### src/cbp_pkg.sv
// Purpose: shared constants and types for the cycle-by-cycle pwm latch
// Assumes: single clock domain, synchronous inputs
// Notes: no software-visible registers
package cbp_pkg;
  // latch terminated value: pulse over, drive blocked until next cycle start
  localparam logic LATCH_TERM = 1'b1;
  localparam logic LATCH_RUN = 1'b0;
  // ------------------------------------------------------------
  // output stage modes
  // ------------------------------------------------------------
  typedef enum logic [1:0] {
    CBP_OUT_LOW,
    CBP_OUT_DRIVE,
    CBP_OUT_HIZ
  } cbp_out_t;
endpackage

### src/cbp_edge_if.sv
// Purpose: carries cycle-timing edge events between detector and latch
// Assumes: one clock
// Notes: fall and rise are plain pulses, one cycle wide; level is the raw pin
`timescale 1ns/1ns
`default_nettype none
interface cbp_edge_if;
  logic level;  // timing level straight from the pin, not registered
  logic fall;   // cycle start pulse
  logic rise;   // cycle end pulse
  modport src (output level, output fall, output rise);
  modport dst (input level, input fall, input rise);
endinterface
`default_nettype wire

### src/cbp_edge_det.sv
// Purpose: registers the cycle-timing input and flags its edges
// Assumes: input synchronous to clk
// Notes: edges are flagged in the same cycle the pin moves, against the registered level
`timescale 1ns/1ns
`default_nettype none
module cbp_edge_det
  import cbp_pkg::*;
(
  input wire logic clk,          // system clock
  input wire logic rst_n,        // synchronous reset, active low
  input wire logic timing_in,    // cycle_timing_input pin
  cbp_edge_if.src edge_o         // edge events out
);
  logic level_r;
  // ------------------------------------------------------------
  // previous level; reset high so no false rise
  // ------------------------------------------------------------
  always_ff @(posedge clk) begin
    if (!rst_n) begin
      level_r <= 1'b1;
    end else begin
      level_r <= timing_in;
    end
  end
  // edge decode
  assign edge_o.level = timing_in;
  assign edge_o.fall = level_r & ~timing_in;
  assign edge_o.rise = ~level_r & timing_in;
endmodule
`default_nettype wire

### src/cbp_pwm_latch.sv
// Purpose: gating and latch logic of a cycle-by-cycle pwm modulator
// Assumes: comparator trip, lockout and over-temp arrive as digital levels
// Notes: analog scaling lives outside; both variants share this logic
`timescale 1ns/1ns
`default_nettype none
module cbp_pwm_latch
  import cbp_pkg::*;
(
  input wire logic clk,                 // system clock
  input wire logic rst_n,               // synchronous reset, active low
  input wire logic cycle_timing_input,  // timing square wave
  input wire logic comp_trip,           // comparator trip level
  input wire logic supply_lockout,      // supply lockout level
  input wire logic over_temp,           // over-temperature level
  output logic gate_drive_output,       // gate drive level
  output logic gate_drive_oe,           // high while driving the pin
  output logic pulse_active             // latch in run state
);
  cbp_edge_if edges();
  logic latch_r;
  logic latch_nxt;
  logic drv_r;
  logic oe_r;
  logic act_r;
  cbp_out_t mode_nxt;
  wire fault = supply_lockout | over_temp;
  wire gate_on;
  // bookkeeping for the checks below; nothing here reaches a pin
  localparam logic [1:0] PULSE_CNT_ZERO = 2'h0;
  localparam logic [1:0] PULSE_CNT_ONE = 2'h1;
  localparam logic [1:0] PULSE_CNT_MAX = 2'h2;
  logic seen_drv_r;            // drive level as sampled last edge
  logic [1:0] pulse_cnt_r;     // drive pulses since the last cycle start
  logic [1:0] pulse_cnt_nxt;   // next value of the pulse count
  wire drv_rose;               // drive went from low to high

  // ------------------------------------------------------------
  // run-state decode, shared by the gate and the status flag
  // ------------------------------------------------------------
  // one place for the polarity of the latch, so the gate and the
  // status output can never disagree about what run means
  function automatic logic is_run(input logic latch_v);
    return latch_v == LATCH_RUN;
  endfunction

  cbp_edge_det u_edge (
    .clk(clk),
    .rst_n(rst_n),
    .timing_in(cycle_timing_input),
    .edge_o(edges)
  );

  // ------------------------------------------------------------
  // latch next state; reset dominant like the s-r latch it mimics
  // ------------------------------------------------------------
  always_comb begin
    latch_nxt = latch_r;
    if (fault) begin
      latch_nxt = LATCH_TERM;
    end else if (comp_trip) begin
      latch_nxt = LATCH_TERM;
    end else if (edges.fall) begin
      latch_nxt = LATCH_RUN;
    end else if (edges.rise) begin
      latch_nxt = LATCH_TERM;
    end
  end

  // gating: timing high or trip blocks drive, same for both variants
  // the timing level gates the drive directly, so a latch that is still
  // running when the timing wave goes high cannot stretch the pulse
  assign gate_on = is_run(latch_nxt) & ~cycle_timing_input;

  // output stage mode, over-temp first
  always_comb begin
    if (over_temp) begin
      mode_nxt = CBP_OUT_HIZ;
    end else if (supply_lockout) begin
      mode_nxt = CBP_OUT_LOW;
    end else if (gate_on) begin
      mode_nxt = CBP_OUT_DRIVE;
    end else begin
      mode_nxt = CBP_OUT_LOW;
    end
  end

  // ------------------------------------------------------------
  // registered state and outputs
  // ------------------------------------------------------------
  always_ff @(posedge clk) begin
    if (!rst_n) begin
      latch_r <= LATCH_TERM;
      drv_r <= 1'b0;
      oe_r <= 1'b1;
      act_r <= 1'b0;
    end else begin
      latch_r <= latch_nxt;
      drv_r <= (mode_nxt == CBP_OUT_DRIVE);
      oe_r <= (mode_nxt != CBP_OUT_HIZ);
      act_r <= is_run(latch_nxt);
    end
  end

  assign gate_drive_output = drv_r;
  assign gate_drive_oe = oe_r;
  assign pulse_active = act_r;

  // ------------------------------------------------------------
  // checks
  // ------------------------------------------------------------
  a_timing_high_low: assert property (@(posedge clk) disable iff (!rst_n)
    cycle_timing_input |=> !gate_drive_output) else $error("drive high while timing high");
  a_start_drives: assert property (@(posedge clk) disable iff (!rst_n)
    (edges.fall && !comp_trip && !fault) |=> gate_drive_output)
    else $error("no pulse at cycle start");
  a_trip_ends: assert property (@(posedge clk) disable iff (!rst_n)
    comp_trip |=> !gate_drive_output ##1 (!gate_drive_output || $past(edges.fall)))
    else $error("trip did not end pulse");
  a_one_pulse: assert property (@(posedge clk) disable iff (!rst_n)
    ($fell(gate_drive_output) && !cycle_timing_input && !edges.fall)
    |=> !gate_drive_output)
    else $error("second pulse in cycle");
  a_lockout_low: assert property (@(posedge clk) disable iff (!rst_n)
    (supply_lockout && !over_temp) |=> (!gate_drive_output && gate_drive_oe))
    else $error("lockout not low");
  a_overtemp_hiz: assert property (@(posedge clk) disable iff (!rst_n)
    over_temp |=> (!gate_drive_oe && !gate_drive_output)) else $error("over-temp not hiz");
  a_zero_duty: assert property (@(posedge clk) disable iff (!rst_n)
    (edges.fall && comp_trip) |=> !gate_drive_output) else $error("pulse despite trip");
  a_fault_restart: assert property (@(posedge clk) disable iff (!rst_n)
    ($past(fault) && !fault && !edges.fall) |=> !pulse_active)
    else $error("latch not terminated after fault");
  a_run_holds: assert property (@(posedge clk) disable iff (!rst_n)
    (pulse_active && !cycle_timing_input && !comp_trip && !fault && !edges.rise)
    |=> gate_drive_output) else $error("pulse dropped without trip");
  a_rise_ends: assert property (@(posedge clk) disable iff (!rst_n)
    edges.rise |=> !pulse_active) else $error("rising edge left latch running");

  // ------------------------------------------------------------
  // pulse bookkeeping, read by the checks only
  // ------------------------------------------------------------
  // counts rising edges of the drive since the last cycle start;
  // a cycle start clears it, and it saturates so that a runaway
  // shows up as a stuck count instead of wrapping back to legal
  assign drv_rose = gate_drive_output & ~seen_drv_r;

  // next count: a start wins over a rise, they never share an edge
  always_comb begin
    pulse_cnt_nxt = pulse_cnt_r;
    if (edges.fall) begin
      pulse_cnt_nxt = PULSE_CNT_ZERO;
    end else if (drv_rose && (pulse_cnt_r != PULSE_CNT_MAX)) begin
      pulse_cnt_nxt = pulse_cnt_r + PULSE_CNT_ONE;
    end
  end

  // history registers; reset to the idle drive level so no false rise
  always_ff @(posedge clk) begin
    if (!rst_n) begin
      seen_drv_r <= 1'b0;
      pulse_cnt_r <= PULSE_CNT_ZERO;
    end else begin
      seen_drv_r <= gate_drive_output;
      pulse_cnt_r <= pulse_cnt_nxt;
    end
  end

  // ------------------------------------------------------------
  // further checks on the latch and the output stage
  // ------------------------------------------------------------
  // at most one drive pulse between two cycle starts, counted over
  // the whole cycle rather than only right after a falling drive
  a_pulse_count: assert property (@(posedge clk) disable iff (!rst_n)
    pulse_cnt_r != PULSE_CNT_MAX)
    else $error("more than one pulse in a cycle");

  // the end of the low phase drops the drive on the next edge
  // even when the comparator never tripped: the max-duty case
  a_rise_drops: assert property (@(posedge clk) disable iff (!rst_n)
    edges.rise |=> !gate_drive_output)
    else $error("drive kept past cycle end");

  // the drive is only ever on while the latch is in its run state;
  // both flops load on the same edge from the same next state
  a_drive_needs_run: assert property (@(posedge clk) disable iff (!rst_n)
    gate_drive_output |-> pulse_active)
    else $error("drive on with latch terminated");

  // a pulse can only begin one edge after a cycle start was seen;
  // nothing else is allowed to reopen the drive path
  a_rose_after_start: assert property (@(posedge clk) disable iff (!rst_n)
    $rose(gate_drive_output) |-> $past(edges.fall))
    else $error("pulse began without cycle start");

  // a clean cycle start puts the latch into its run state
  a_start_runs: assert property (@(posedge clk) disable iff (!rst_n)
    (edges.fall && !comp_trip && !fault) |=> pulse_active)
    else $error("latch not running after start");

  // a trip terminates the latch itself, not only the gate
  a_trip_stops_run: assert property (@(posedge clk) disable iff (!rst_n)
    comp_trip |=> !pulse_active)
    else $error("latch still running after trip");

  // the latch is only in run state after a low timing level
  a_run_needs_low: assert property (@(posedge clk) disable iff (!rst_n)
    pulse_active |-> $past(!cycle_timing_input))
    else $error("latch running with timing high");

  // lockout alone terminates the latch as well as lowering the pin
  a_lockout_no_run: assert property (@(posedge clk) disable iff (!rst_n)
    supply_lockout |=> !pulse_active)
    else $error("latch running in lockout");

  // any fault leaves the latch terminated, so the output cannot
  // jump high the moment the fault clears in mid-cycle
  a_fault_stops_run: assert property (@(posedge clk) disable iff (!rst_n)
    fault |=> !pulse_active)
    else $error("latch running during fault");

  // a released pin must not also claim to drive high; the weak
  // pull-down outside decides the level while disabled
  a_hiz_quiet: assert property (@(posedge clk) disable iff (!rst_n)
    !gate_drive_oe |-> !gate_drive_output)
    else $error("drive high while released");

  // the pin is released only for over-temperature, never for the
  // lockout or for plain gating
  a_cool_driven: assert property (@(posedge clk) disable iff (!rst_n)
    !over_temp |=> gate_drive_oe)
    else $error("pin released without over-temp");
endmodule
`default_nettype wire

### config.mk
export PLATFORM = sky130hd
export DESIGN_NAME = cbp_pwm_latch
export DESIGN_NICKNAME = d
export VERILOG_FILES = /design/src/cbp_pkg.sv /design/src/cbp_edge_if.sv /design/src/cbp_edge_det.sv /design/src/cbp_pwm_latch.sv
export SDC_FILE = /design/constraint.sdc
export NUM_CORES = 1
export LEC_CHECK = 0
export ABC_AREA = 1
export BUFFER_PORTS_ARGS = -buffer_cell sky130_fd_sc_hd__buf_2
export CELL_PAD_IN_SITES_DETAIL_PLACEMENT = 1
export CELL_PAD_IN_SITES_GLOBAL_PLACEMENT = 1
export CORE_AREA = 2 2 39 41
export CTS_CLUSTER_DIAMETER = 50
export DETAILED_ROUTE_END_ITERATION = 16
export DIE_AREA = 0 0 41 43
export MAX_ROUTING_LAYER = met4
export PLACE_DENSITY_LB_ADDON = 0.1
export SETUP_SLACK_MARGIN = 0.2
export SLEW_MARGIN = 10
export SYNTH_ARGS = -nofsm -noshare
export SYNTH_HDL_FRONTEND = slang
export SYNTH_SLANG_ARGS = --single-unit
### constraint.sdc
create_clock -name clk -period 0.84 [get_ports clk]
set_input_delay 0.126 -clock clk [delete_from_list [all_inputs] [get_ports clk]]
set_output_delay 0.126 -clock clk [all_outputs]
set_load 0.05 [all_outputs]
* Yosys cells after proc, flatten, opt, wreduce, memory -nomap -nowiden
Cells that the tools add are included.
** Operators by class
- Bitwise operators :: 7
- Muxes and demuxes :: 7
- Equality and inequality tests :: 2
** Operators by type and width (count)
- 1-bit 2-to-1 mux :: 6
- 1-bit AND :: 3
- 1-bit NOT :: 3
- 2-bit by 1-bit equality test with 1-bit output (second input constant) :: 1
- 2-bit 2-to-1 mux :: 1
- 2-bit inequality test (second input constant) :: 1
- 1-bit OR :: 1
** Storage, ports and cells
- Output and inout bits :: 3
- Register bits after elaboration :: 5

* Depth between registers and ports, before layout
- Depth after elaboration :: 12
- Depth in mapped cells :: 5

* Cells and area by module
A second synthesis with hierarchy kept.
** Unflattened totals
- Cell total of the unflattened synthesis :: 23
- Area total of the unflattened synthesis :: 178.9 um2
** By module, submodules not included
- cbp_pwm_latch :: cells an instance 16, area each 132.6 um2, times used 1
- cbp_edge_det :: cells an instance 7, area each 46.3 um2, times used 1

* Worst setup path before layout
No wires, ideal clock.
- Kind :: register to output
- From :: register oe_r (netlist: gate_drive_oe)
- To :: output gate_drive_oe
- Buffers on the path :: 0
- Cell stages (with the launch flop) :: 1
- Arrival :: 0.587 ns
- Setup slack :: 0.127 ns
- Path through :: dfxtp_1
** RTL lines
- start, declared :: line cbp_pwm_latch.sv:23 : logic oe_r;
- start signal, assigned :: line cbp_pwm_latch.sv:99 : oe_r <= (mode_nxt != CBP_OUT_HIZ);
- end, declared :: line cbp_pwm_latch.sv:16 : output logic gate_drive_oe,
No word-level cell between the ends.

* Worst setup path after layout
- From :: register oe_r (netlist: gate_drive_oe)
- To :: output gate_drive_oe
No word-level cell between the ends.

==> out/qor.yml <==
timing:
  drv_slew: 0
  setup_slack_ns: 0.0129
  rsz0062_at_grt: "true"
  hold_viol_final: 0
  tightest_slew_ns: 0.135
  max_slew_margin: 0.910
  fin_crit_ns: 0.827
  whs_ns: 0.0525
  finClkSkew_ns: 0.00132
  period_share: 0.985
  setup_viol: 0
  fmax_mhz: 1210
cells_and_area:
  drive_above_1_share: 0.676
  multi_input_area_um2: 66.3
  diodes: 0
  syn2layout_area_growth_pct: 82.8
  seq_area_um2: 105
  fillers: 171
  final_util: 0.222
  fin_nets: 41
routing:
  routedWlPerCell_um: 7.14
  avgViaCountPerCell: 3.38
  first_pass_iters: 1
  via_count: 169
  wirelength_um: 357
  antenna_left: 0
  drtIter0Drc: 0
  drc: 0
place:
  io_buffers: 8
  dp_slack_ns: 0.113
  gp_congestion: 0.633
synthesis:
  ys_types: 6
  synth_seq_cells: 5
  syn_area_um2: 168
  ys_top_cells_by_area: "dfxtp_1, nand2_1, inv_1, nor2_1, nor2_2"
  synth_nets: 28
  ys_seq_area_frac: 0.597
  yosys_warnings: 0
  synth_top_area_cell: "dfxtp_1"
  synth_top_cell_area_share: 0.597
  synth.avg_cell_area_um2: 7.62
  syn_inst: 22
power_and_ir_drop:
  peakVddDrop_mv: 0.827
  seqPwrFrac: 0.424
  power_frac_clock: 0.469
  switching_share: 0.232
  p_int_uw: 453
  leakage_uw: 0.000153
  p_sw_uw: 137
  combPwrFrac: 0.107
  p_per_area_mw_per_mm2: 1920
clock_network:
  cts_setup_buffers: 0
  clkTransAtPathRegs_ns: 0.04
  cts_tree: "built"
  root_buffer: "clkbuf_4"
  cts_sinks: 5
  htreeDepth: 1
  clock_path_buffers: 2
  clkLatencyLatePin_ns: 0.24
  cts_buffers: 3
worst_setup_path:
  cp.depth: 1
  crit_arrival_ns: 0.70
  cpMaxStageDelayCell: "dfxtp_2"
  cp-end-kind: "output port"
  r2r_cells: 5
  cp_max_fo: 1
  cp.required_ns: 0.71
  cp_top_family: "flip-flops"
  crit_buf_inv: 1
  crit_path_start_kind: "flip-flop"
  crit_type: "flip-flop to output port"
  path_cells: "buf_8"
  slowest_delay_ns: 0.32
grt:
  top_usage_layer: "met3"
  grt_pass1_vias: 189
  grt_pass1_wl_um: 676
  grtUsageMet3: 0.0942
  track_usage: 0.0701
  grt_use_met2: 0.0781
  grt_overflow: 0
  grt_max_degree: 5
  antenna_found_initial: 0
  met1_usage: 0.0615
floorplanning:
  die_w_um: 41
  core_area_mm2: 0.00138
  die_h_um: 43
  die_area_mm2: 0.00176
  pin_count: 9
  fp-row-count: 14
  start_util: 0.121
run:
  drv_cap: 0
min_path:
  min_path_cells: 2
  hold_path_class: "input port to flip-flop"
status:
  status: "finished clean"
[state kept, by name (all words and copies together) (netlist names)]
register / count
pulse_active: 1
u_edge.level_r: 1
gate_drive_output: 1
gate_drive_oe: 1
latch_r: 1
[final cells by class]
| cell class | count | area share |
|---|---|---|
| multi-input cells | 12 | 0.216 |
| clock buffers | 4 | 0.0857 |
| flip-flops and latches | 5 | 0.343 |
| well taps | 16 | 0.0653 |
| inverters | 5 | 0.0612 |
| repair buffers | 8 | 0.229 |
[repair_timing]
action                                  4_1_cts  5_1_grt
pin swaps                                     0        5
endpoints found under the setup margin        6        6
hold buffers                                  0        0
gates resized for setup                       8        8
gates cloned                                  0        0
[layer usage]
layer | wire, um | share of wire
met5 | 0 | 0
met3 | 64 | 0.18
met1 | 131 | 0.37
met2 | 157 | 0.44
met4 | 4 | 0.011
[Yosys cell counts (all sizes together)]
library cell  n
inv           5
dfxtp         5
nand2         8
nor2          3
nand3         1
[per-stage QoR]
step / TNS [ns] / total power (uW) / instance area [um2] / cells
detailed placement: 0 / 302 / 233 / 46
global placement: 0 / 301 / 233 / 46
CTS: -0.00354 / 600 / 285 / 50
floorplan: 0 / 280 / 173 / 22
global route: -0.0694 / 642 / 307 / 50
finish: 0 / 589 / 307 / 50
[cell families (layout without fill, tap and decap cells)]
group | Yosys count | in the layout | share of synthesized area
and+or+nand+nor | 12 | 12 | 0.291
DFF | 5 | 5 | 0.597
buffers and inverters | 5 | 17 | 0.112
[worst paths after layout]
kind / start / end / slack, ns
max reg2reg: latch_r$_SDFF_PN1_ / gate_drive_output$_SDFF_PN0_ / 0.12
min reg2reg: u_edge.level_r$_SDFF_PN1_ / latch_r$_SDFF_PN1_ / 0.48
max: gate_drive_oe$_SDFF_PN1_ / gate_drive_oe / 0.01
min: over_temp / gate_drive_oe$_SDFF_PN1_ / 0.05
[power by group through the flow]
| stage | clock network [uW] | logic, uW | registers (uW) |
|---|---|---|---|
| after floorplan | 0 | 15.3 | 265 |
| final | 276 | 63.1 | 250 |
| after CTS | 294 | 57.0 | 249 |
| after global placement | 0 | 49.3 | 252 |
| after global routing | 322 | 70.4 | 250 |
| after detailed placement | 0 | 50.1 | 252 |
[layout by cell type, fill, tap and decap left out, drive strengths merged]
cell	n
nand2	8
inv	5
nand3	1
buf	8
nor2	3
clkbuf	4
dfxtp	5
Note: power is estimated with default switching activity, not from simulation.
